**src/lit_pkg.sv**
```systemverilog
package lit_pkg;

    // Interrupt identity space: architectural ids plus 127 local lines
    localparam int          NUM_ID     = 144;
    localparam int          NUM_LOCAL  = 127;
    localparam logic [7:0]  ID_SW      = 8'h03;
    localparam logic [7:0]  ID_TIMER   = 8'h07;
    localparam logic [7:0]  ID_EXT     = 8'h0b;
    localparam int          ID_LOCAL0  = 16;

    // Privilege encodings
    localparam logic [1:0]  PRIV_U     = 2'h0;
    localparam logic [1:0]  PRIV_M     = 2'h3;

    // Trap vector mode encodings
    localparam logic [1:0]  MODE_DIRECT    = 2'h0;
    localparam logic [1:0]  MODE_VECTORED  = 2'h1;
    localparam logic [1:0]  MODE_CLIC_DIR  = 2'h2;
    localparam logic [1:0]  MODE_CLIC_VEC  = 2'h3;

    // Register byte offsets
    localparam logic [11:0] OFF_STATUS    = 12'h000;
    localparam logic [11:0] OFF_CAUSE     = 12'h004;
    localparam logic [11:0] OFF_TVEC      = 12'h008;
    localparam logic [11:0] OFF_EPC       = 12'h00c;
    localparam logic [11:0] OFF_TVT       = 12'h010;
    localparam logic [11:0] OFF_INTSTATUS = 12'h014;
    localparam logic [11:0] OFF_CFG       = 12'h018;
    localparam logic [11:0] OFF_IRQ_BASE  = 12'h400;

    // Field positions
    localparam int ST_MIE     = 3;
    localparam int ST_PEN     = 7;
    localparam int ST_PPM     = 11;
    localparam int CA_INT     = 31;
    localparam int CA_PPM     = 28;
    localparam int CA_PEN     = 27;
    localparam int CA_PLV     = 16;
    localparam int IS_LVL     = 24;
    localparam int IC_EN      = 8;
    localparam int IC_PEND    = 9;

    // Reset values and limits
    localparam logic [31:0] RST_TVEC    = 32'h0000_0000;
    localparam logic [3:0]  RST_NLBITS  = 4'h0;
    localparam logic [3:0]  MAX_NLBITS  = 4'h4;
    localparam logic [7:0]  LVL_BASE    = 8'h00;

    // Register port request
    typedef struct packed {
        logic [11:0] addr;
        logic [31:0] wdata;
        logic        wr;
        logic        rd;
    } lit_reg_req_t;

    // Core events toward the trap logic
    typedef struct packed {
        logic [31:0] pc;
        logic        exc;
        logic [11:0] exc_code;
        logic        mret;
    } lit_core_req_t;

    // Redirect handed back to the core
    typedef struct packed {
        logic        pc_load;
        logic [31:0] pc;
        logic        vec_table;
        logic        irq;
    } lit_trap_t;

    // Whole state of the trap controller
    typedef struct packed {
        logic [NUM_ID-1:0]       sync1;
        logic [NUM_ID-1:0]       sync2;
        logic                    mie;
        logic                    prior_irq_enable;
        logic [1:0]              prior_priv_mode;
        logic [1:0]              priv;
        logic [7:0]              lvl;
        logic [7:0]              prior_irq_level;
        logic                    cause_int;
        logic [11:0]             code;
        logic [31:0]             tvec;
        logic [31:0]             epc;
        logic [31:0]             tvt;
        logic [3:0]              nlbits;
        logic [NUM_ID-1:0]       ien;
        logic [NUM_ID-1:0][7:0]  icfg;
        logic [31:0]             rdata;
        lit_trap_t               trap;
    } lit_state_t;

    // Level field of a config byte, unused low bits read as ones
    function automatic logic [7:0] lit_level(input logic [7:0] cfg, input logic [3:0] nlbits);
        logic [7:0] m;
        m = ~(8'hff >> nlbits);
        return (cfg & m) | ~m;
    endfunction

    // Per-interrupt window decode: hit flag and index
    function automatic logic [8:0] lit_irq_sel(input logic [11:0] addr);
        logic [11:0] rel;
        rel = addr - OFF_IRQ_BASE;
        if (addr >= OFF_IRQ_BASE && rel[1:0] == 2'h0 && rel[11:2] < 10'(NUM_ID)) begin
            return {1'b1, rel[9:2]};
        end
        return 9'h000;
    endfunction

endpackage

```
**src/lit_trap_ctrl.sv**
```systemverilog
`timescale 1ns/1ps
module lit_trap_ctrl import lit_pkg::*; (
    input  wire logic                 CLK,
    input  wire logic                 RESET_N,
    input  wire lit_reg_req_t         REG_REQ,
    output logic [31:0]               REG_RDATA,
    input  wire lit_core_req_t        CORE_REQ,
    output lit_trap_t                 TRAP_OUT,
    input  wire logic [NUM_LOCAL-1:0] IRQ_LOCAL,
    input  wire logic                 IRQ_SW,
    input  wire logic                 IRQ_TIMER,
    input  wire logic                 IRQ_EXT
);
    lit_state_t        st;       // Registered state
    lit_state_t        next_st;  // Next state
    logic [NUM_ID-1:0] raw_irq;  // Pin levels by id
    logic              clic;     // Controller vector modes
    logic              arb_valid;
    logic [7:0]        arb_id;
    logic [7:0]        arb_cfg;
    logic [7:0]        arb_lvl;  // Level of the winner
    logic              take_irq; // Interrupt entry this cycle
    logic              take_exc; // Exception entry this cycle
    logic              mret_go;  // Return this cycle
    logic [8:0]        wsel;     // Write window decode
    logic [8:0]        rsel;     // Read window decode

    // Map pins onto the id space; unused ids stay low
    always_comb begin
        raw_irq = '0;
        raw_irq[ID_SW] = IRQ_SW;
        raw_irq[ID_TIMER] = IRQ_TIMER;
        raw_irq[ID_EXT] = IRQ_EXT;
        raw_irq[ID_LOCAL0 +: NUM_LOCAL] = IRQ_LOCAL;
    end

    assign clic = st.tvec[1];

    // Winner among synchronised pending lines
    lit_arbiter u_arb (
        .pend    (st.sync2),
        .en      (st.ien),
        .cfg     (st.icfg),
        .clic    (clic),
        .valid   (arb_valid),
        .id      (arb_id),
        .win_cfg (arb_cfg)
    );

    // Level of the winner from its config and the level-bit count
    assign arb_lvl = lit_level(arb_cfg, st.nlbits);

    // Exceptions outrank returns, returns outrank interrupts
    assign take_exc = CORE_REQ.exc;
    assign mret_go  = CORE_REQ.mret && !CORE_REQ.exc;
    // Plain modes ignore levels; controller modes need a strictly higher one
    assign take_irq = st.mie && arb_valid && !CORE_REQ.exc && !CORE_REQ.mret
                      && (!clic || arb_lvl > st.lvl);

    assign wsel = lit_irq_sel(REG_REQ.addr);
    assign rsel = wsel;

    assign REG_RDATA = st.rdata;
    assign TRAP_OUT  = st.trap;

    // Next-state logic: software writes first, trap hardware overrides
    always_comb begin
        logic [31:0] base;
        next_st = st;
        next_st.sync1 = raw_irq;
        next_st.sync2 = st.sync1;
        next_st.trap.pc_load = 1'b0;
        next_st.trap.irq = 1'b0;
        next_st.trap.vec_table = 1'b0;
        next_st.rdata = 32'h0000_0000;
        base = 32'h0000_0000;

        // Read data held for exactly the cycle after the strobe
        if (REG_REQ.rd) begin
            case (REG_REQ.addr)
                OFF_STATUS: begin
                    next_st.rdata[ST_MIE] = st.mie;
                    next_st.rdata[ST_PEN] = st.prior_irq_enable;
                    next_st.rdata[ST_PPM +: 2] = st.prior_priv_mode;
                end
                OFF_CAUSE: begin
                    next_st.rdata[CA_INT] = st.cause_int;
                    next_st.rdata[CA_PPM +: 2] = st.prior_priv_mode;
                    next_st.rdata[CA_PEN] = st.prior_irq_enable;
                    next_st.rdata[CA_PLV +: 8] = st.prior_irq_level;
                    next_st.rdata[11:0] = st.code;
                end
                OFF_TVEC:      next_st.rdata = st.tvec;
                OFF_EPC:       next_st.rdata = st.epc;
                OFF_TVT:       next_st.rdata = st.tvt;
                // Only the level is shown; privilege stays hidden
                OFF_INTSTATUS: next_st.rdata[IS_LVL +: 8] = st.lvl;
                OFF_CFG:       next_st.rdata[4:1] = st.nlbits;
                default: begin
                    // Per-interrupt word; unmapped reads give zero
                    if (rsel[8]) begin
                        next_st.rdata[7:0] = st.icfg[rsel[7:0]];
                        next_st.rdata[IC_EN] = st.ien[rsel[7:0]];
                        next_st.rdata[IC_PEND] = st.sync2[rsel[7:0]];
                    end
                end
            endcase
        end

        // Software writes
        if (REG_REQ.wr) begin
            case (REG_REQ.addr)
                OFF_STATUS: begin
                    // Only an explicit write or a return sets the enable again
                    next_st.mie = REG_REQ.wdata[ST_MIE];
                    next_st.prior_irq_enable = REG_REQ.wdata[ST_PEN];
                    next_st.prior_priv_mode = REG_REQ.wdata[ST_PPM +: 2];
                end
                OFF_CAUSE: begin
                    next_st.cause_int = REG_REQ.wdata[CA_INT];
                    next_st.prior_priv_mode = REG_REQ.wdata[CA_PPM +: 2];
                    next_st.prior_irq_enable = REG_REQ.wdata[CA_PEN];
                    next_st.prior_irq_level = REG_REQ.wdata[CA_PLV +: 8];
                    next_st.code = REG_REQ.wdata[11:0];
                end
                OFF_TVEC:      next_st.tvec = REG_REQ.wdata;
                OFF_EPC:       next_st.epc = {REG_REQ.wdata[31:1], 1'b0};
                OFF_TVT:       next_st.tvt = {REG_REQ.wdata[31:6], 6'h00};
                OFF_CFG: begin
                    // Clamped so at most sixteen levels exist
                    if (REG_REQ.wdata[4:1] > MAX_NLBITS) begin
                        next_st.nlbits = MAX_NLBITS;
                    end else begin
                        next_st.nlbits = REG_REQ.wdata[4:1];
                    end
                end
                default: begin
                    // Level status is read-only; other holes ignore writes
                    if (wsel[8]) begin
                        next_st.icfg[wsel[7:0]] = REG_REQ.wdata[7:0];
                        next_st.ien[wsel[7:0]] = REG_REQ.wdata[IC_EN];
                    end
                end
            endcase
        end

        // Trap entry: exception or interrupt, always into machine mode
        if (take_exc || take_irq) begin
            next_st.prior_irq_enable = st.mie;
            next_st.mie = 1'b0;
            next_st.prior_priv_mode = st.priv;
            next_st.priv = PRIV_M;
            next_st.epc = CORE_REQ.pc;
            next_st.cause_int = take_irq;
            next_st.code = take_irq ? {4'h0, arb_id} : CORE_REQ.exc_code;
            next_st.trap.pc_load = 1'b1;
            next_st.trap.irq = take_irq;
            // Controller modes ask for a 64-byte aligned base
            base = clic ? {st.tvec[31:6], 6'h00} : {st.tvec[31:2], 2'h0};
            next_st.trap.pc = base;
            if (take_irq) begin
                if (clic) begin
                    next_st.prior_irq_level = st.lvl;
                    next_st.lvl = arb_lvl;
                end
                case (st.tvec[1:0])
                    MODE_VECTORED: begin
                        next_st.trap.pc = base + {22'h0, arb_id, 2'h0};
                    end
                    MODE_CLIC_VEC: begin
                        // Core fetches the handler address from this slot
                        next_st.trap.pc = st.tvt + {22'h0, arb_id, 2'h0};
                        next_st.trap.vec_table = 1'b1;
                    end
                    default: next_st.trap.pc = base;
                endcase
            end
        end else if (mret_go) begin
            next_st.priv = st.prior_priv_mode;
            next_st.mie = st.prior_irq_enable;
            next_st.prior_irq_enable = 1'b1;
            next_st.prior_priv_mode = PRIV_U;
            if (clic) begin
                next_st.lvl = st.prior_irq_level;
            end
            next_st.trap.pc_load = 1'b1;
            next_st.trap.pc = st.epc;
        end
    end

    // State register; reset loads constants only
    always_ff @(posedge CLK or negedge RESET_N) begin
        if (!RESET_N) begin
            st <= '0;
            st.priv <= PRIV_M;
            st.lvl <= LVL_BASE;
            st.tvec <= RST_TVEC;
            st.nlbits <= RST_NLBITS;
        end else begin
            st <= next_st;
        end
    end
endmodule

```
**src/lit_arbiter.sv**
```systemverilog
`timescale 1ns/1ps
module lit_arbiter import lit_pkg::*; (
    input  wire logic [NUM_ID-1:0]      pend,
    input  wire logic [NUM_ID-1:0]      en,
    input  wire logic [NUM_ID-1:0][7:0] cfg,
    input  wire logic                   clic,
    output logic                        valid,
    output logic [7:0]                  id,
    output logic [7:0]                  win_cfg
);
    // Ids that exist in each family of vector modes
    logic [NUM_ID-1:0] arch_mask;
    logic [NUM_ID-1:0] impl_mask;

    always_comb begin
        arch_mask = '0;
        arch_mask[ID_SW] = 1'b1;
        arch_mask[ID_TIMER] = 1'b1;
        arch_mask[ID_EXT] = 1'b1;
        impl_mask = arch_mask;
        for (int i = ID_LOCAL0; i < ID_LOCAL0 + NUM_LOCAL; i++) begin
            impl_mask[i] = 1'b1;
        end
    end

    // Highest config byte wins, ties go to the larger id
    // A flat scan: deep but combinational, keeps latency at zero cycles
    always_comb begin
        logic [NUM_ID-1:0] elig;
        elig = pend & en & (clic ? impl_mask : arch_mask);
        valid = 1'b0;
        id = 8'h00;
        win_cfg = 8'h00;
        for (int i = 0; i < NUM_ID; i++) begin
            // Ascending scan with >= makes the later id win a tie
            if (elig[i] && (!valid || cfg[i] >= win_cfg)) begin
                valid = 1'b1;
                id = 8'(i);
                win_cfg = cfg[i];
            end
        end
    end
endmodule

```
**config.mk**
```make
export PLATFORM = sky130hd
export DESIGN_NAME = lit_trap_ctrl
export DESIGN_NICKNAME = d
export VERILOG_FILES = /design/src/lit_pkg.sv /design/src/lit_trap_ctrl.sv /design/src/lit_arbiter.sv
export SDC_FILE = /design/constraint.sdc
export NUM_CORES = 2
export LEC_CHECK = 0
export BUFFER_PORTS_ARGS = -buffer_cell sky130_fd_sc_hd__buf_2
export CAP_MARGIN = 0
export CORE_MARGIN = 5
export CORE_UTILIZATION = 50
export DETAILED_ROUTE_END_ITERATION = 16
export PLACE_DENSITY = 0.69
export SYNTH_ARGS = -nofsm -noshare
export SYNTH_HDL_FRONTEND = slang
export SYNTH_SLANG_ARGS = --single-unit
```
**constraint.sdc**
```tcl
create_clock -name CLK -period 260.5 [get_ports CLK]
set_input_delay 78.15 -clock CLK [delete_from_list [all_inputs] [get_ports CLK]]
set_output_delay 78.15 -clock CLK [all_outputs]
set_load 0.02 [all_outputs]
```
# [Word-level counts from Yosys, hierarchy flattened]
# Cells that the tools add are included.
[totals] regBits=1752 inputBits=224
[op_classes] add_sub_neg=3 magnitude_cmp=149 eq_ne=9 shifts=1 n_mux=492 n_bitwise=7 reduce_logical=466
[op_table] op="2-to-1 mux 1296 bit" n=2
[op_table] op="2-to-1 mux 1417 bit" n=1
[op_table] op="2-to-1 mux 8 bit" n=163
[op_table] op="bitwise mux 1152 bit" n=1
[op_table] op="greater-or-equal comparator 8 bit" n=143
[op_table] op="2-to-1 mux 7 bit" n=64
[op_table] op="2-to-1 mux 6 bit" n=33
[op_table] op="2-to-1 mux 32 bit" n=5
[op_table] op="logical AND 1 bit" n=151
[op_table] op="2-to-1 mux 1 bit" n=151
[op_table] op="zero test 1 bit" n=146
[op_table] op="logical OR 1 bit" n=145
[op_table] op="AND 143 x 144 -> 144 bit" n=1
[op_table] op="AND 144 bit" n=1
[op_table] op="bitwise mux 144 bit" n=1
[op_table] op="2-to-1 mux 143 bit" n=1
[op_table] op="2-to-1 mux 33 bit" n=3
[op_table] op="2-to-1 mux 5 bit" n=16
[op_table] op="adder 32 x 10 -> 32 bit" n=2
[op_table] op="binary-select mux 8 bit (select 8 bit)" n=1
[op_table] op="demux 8 bit (select 8 bit)" n=1
[op_table] op="case mux 32 bit (2 select lines)" n=1
[op_table] op="2-to-1 mux 4 bit" n=11
[op_table] op="2-to-1 mux 21 bit" n=2
[op_table] op="other kinds (47)" n=81

# [Logic depth before layout (Yosys ltp)]
[depth] ltp_word=583 ltp_mapped=1380

# [By module]
# From an unflattened synthesis, not the netlist that was laid out.
[unflattened] cells_unflattened=12797 area_unflattened_um2=123818.8
[by_module_without_submodules] mod="lit_trap_ctrl" instances=1 cells_each=5952 area_per_inst_um2=76278.2
[by_module_without_submodules] mod="lit_arbiter" instances=1 cells_each=6845 area_per_inst_um2=47540.6

# [Worst setup path after synthesis]
# OpenSTA, ideal clock, no wires.
[synth_timing] path_kind="reg2reg" start="register (tool-made name)" end="register st, in the netlist TRAP_OUT[15]" t_arrival_ns=241.673 required_time_ns=260.359 setup_slack_ns=18.686 path_stages_with_launch=1255 n_path_buf=146 period_less_slack_ns=241.814 cell_sequence="dfrtp_1 and2_1 buf_2 clkbuf_1 nand2_1 ha_1 nand4_1 o32ai_1 o211ai_1 and2_1 ha_1 o21a_1 o211ai_1 or3_1 buf_1 and2_1 buf_2 a31oi_1 [... 1219 more ...] a21oi_1 o21ai_1 ha_1 nor2b_1 o21a_1 o21ai_0 nand2b_1 a21oi_1 o21ai_0 o21ai_0 a211oi_1 inv_1 nand2_1 clkbuf_1 clkbuf_1 nor2_1 a221oi_1 o211ai_1"
[synth_lines] item="end signal: assignment" line="lit_trap_ctrl.sv:200" source="st <= next_st;"
[synth_lines] item="end: declaration" line="lit_trap_ctrl.sv:14" source="lit_state_t st;"

==> results.json <==
{
  "ys_types": 125,
  "worstPathMaxFanout": 25,
  "synth_area_um2": 122000,
  "instances_no_fill": 16800,
  "max_freq_ghz": 0.00406,
  "vias": 114000,
  "fin_area_um2": 136000,
  "yosysSeqAreaShare": 0.359,
  "regArea_um2": 43800,
  "fin_crit_ns": 246.53,
  "drv_slew": 1,
  "multiInputGateArea_um2": 74200,
  "rows": 181,
  "globalplace.congestion": 1.05,
  "tightest_slew_ns": 1.50,
  "grt_pass1_wl_um": 750000,
  "coreArea_um2": 243000,
  "yosys.area_share.simple": 0.132,
  "place_area_um2": 127000,
  "nFillCells": 22000,
  "power_density_nw_per_um2": 4.47,
  "io_pins": 291,
  "min_path_type": "reg2reg",
  "cap_viol_max_count": 1,
  "critPathKind": "reg2reg",
  "root_buffer": "clkbuf_16",
  "p_leak_nw": 64.9,
  "synthAdderAreaFrac": 0.102,
  "irDropWorstVdd_mv": 0.00740,
  "worst_slack_ns": 13.97,
  "start_util": 0.502,
  "nets": 14600,
  "slowest_stage": "or4_1",
  "dp_hpwl_um": 375000,
  "worstSetupEndpointType": "flip-flop",
  "pre_cts_slack_ns": -2.11,
  "slew_headroom": -0.00785,
  "antenna_found_initial": 33,
  "setup_viol": 0,
  "ff2ff_path_depth": 1198,
  "clkTransAtPathRegs_ns": 0.06,
  "routed_via_density": 6.81,
  "critical_path.endpoint": "st[1484]",
  "postRouteAntennaNets": 0,
  "cts_made_buffers": 196,
  "cp_data_arrival_time_ns": 247.31,
  "synth_compound_area_frac": 0.224,
  "max_stage_delay_ns": 0.62,
  "numPortBuffers": 290,
  "worstSetupStartpointType": "flip-flop",
  "power_w": 0.000609,
  "layout_common_cells": "dfrtp_1 (1749), mux2_2 (1263), o21ai_0 (1006)",
  "grt.total_usage": 0.387,
  "synthMuxAreaShare": 0.135,
  "dieArea_um2": 254000,
  "synthCells": 13300,
  "synth_xor_area_frac": 0.00222,
  "fp.dieH_um": 504,
  "cts_tree": "yes",
  "r2r_end": "st[1484]",
  "status": "complete, but fails checks",
  "synth_edf_count": 0,
  "final_common_cell": "dfrtp_1",
  "clk_latency_ns": 0.90,
  "grt.overflow.total": 0,
  "wirelength_um": 513000,
  "clockBufferDepth": 3,
  "die_w_um": 504,
  "htree_levels": 4,
  "cts_hold_buffers": 0,
  "first_iter_violations": 14900,
  "cts_num_sinks": 1752,
  "area_delta_synth_final_pct": 11.6,
  "wire_per_inst_um": 30.6,
  "first_pass_iters": 10,
  "avgSynthCellArea_um2": 9.19,
  "synth_top_family_by_area": "compound AO/OA/AOI/OAI gates",
  "r2r_slack_ns": 13.97,
  "finalCritPeriodShare": 0.946,
  "clock_skew_ns": 0.0669,
  "ys_warn_count": 0,
  "ys.flop_type": "dfrtp_1",
  "synth_seq_cells": 1752,
  "drc_errors": 0,
  "final_hold_viol_count": 0,
  "violations": "capacitance limit, slew limit",
  "grt_pass1_vias": 109000,
  "required_ns": 261.28,
  "ys_async_sr_fraction": 1.00,
  "syn_nets": 14400,
  "dpl.cell_count": 16300,
  "grt_max_degree": 170,
  "layout-drive-gt1-share": 0.203
}
-- layout make-up --
| cell class | count | area share |
|---|---|---|
| timing repair buffer | 711 | 0.0356 |
| antenna | 18 | 0.000331 |
| inverter | 604 | 0.0167 |
| clock inverter | 106 | 0.0113 |
| tap | 3202 | 0.0294 |
| multi-input combinational | 10100 | 0.544 |
| sequential | 1752 | 0.322 |
| clock buffer | 259 | 0.0404 |
-- layer usage --
layer | vias up | global-route usage | wire length (µm)
li1 | 49700 | - | -
met1 | 56200 | 0.524 | 208000
met2 | 7053 | 0.577 | 219000
met3 | 1480 | 0.0850 | 53600
met4 | 14 | 0.208 | 33200
met5 | - | 0 | 89
-- where the power goes --
group	leakage (nW)	internal (W)	switching, W	total [W]
Clock	3.40	0.000176	0.000127	0.000303
Sequential	22.7	0.000276	0.00000324	0.000279
Combinational	38.8	0.00000578	0.0000206	0.0000265
-- per-stage QoR --
stage | util | setup TNS, ns | hold WS, ns
finish | 0.560 | 0 | 0.329
global route | 0.560 | -15.57 | 0.334
CTS | 0.553 | 0 | 0.337
detailed placement | 0.524 | -124.56 | 0.335
global placement | 0.524 | -9.69 | 0.331
floorplan | - | 0 | 0.331
-- critical path: cells and delay by family, from the launching register on --
kind	cells	cell delay, ns
buffers and inverters	67	11.02
and+or+nand+nor	216	36.90
muxes	16	5.51
DFF	1	0.42
AOI/OAI and AO/OA	380	78.86
adders and majority gates	117	34.53
-- synthesized netlist by cell type, types with 83 or more instances --
library cell	count	area [µm²]
o21a_1	164	1230
nand2_1	963	3610
and3_1	142	888
a21oi_1	844	4220
maj3_1	84	841
o21ai_0	1029	5150
nand2b_1	239	1500
mux2_2	1263	14200
buf_1	127	477
and2_1	117	732
inv_1	597	2240
a21o_1	326	2450
dfrtp_1	1750	43800
ha_1	928	11600
nor3_1	120	601
o22ai_1	739	4620
a211oi_1	88	661
nor2b_1	117	732
nand4_1	138	863
nand3_1	343	1720
clkbuf_1	576	2160
o211ai_1	83	623
nor2_1	845	3170
a31oi_1	132	826
mux2i_1	220	2200
-- logic make-up after synthesis --
kind of cell,Yosys count
flops,1752
compound gates,4280
buf+inv,1403
simple gates,3328
mux,1486
xor+xnor,31
fa+ha+maj,1014
-- how the worst min path moves through the flow --
| stage | end | cells past startpoint | start |
|---|---|---|---|
| 2_1_floorplan | st[1501] | 0 | next_st[1501] |
| 3_3_place_gp | st[1620] | 0 | next_st[1620] |
| 3_5_place_dp | st[1547] | 0 | next_st[1547] |
| 4_1_cts | st[1597] | 0 | next_st[1597] |
| 5_1_grt | st[1625] | 0 | next_st[1625] |
| 6_report | st[1574] | 0 | next_st[1574] |
-- timing repair --
item,4_1_cts,5_1_grt
setup endpoints to repair,102,102
buffers inserted,0,61
resized for setup,14,290
pin swaps,0,21
cloned,0,7
Power figures use the tool's default switching activity.
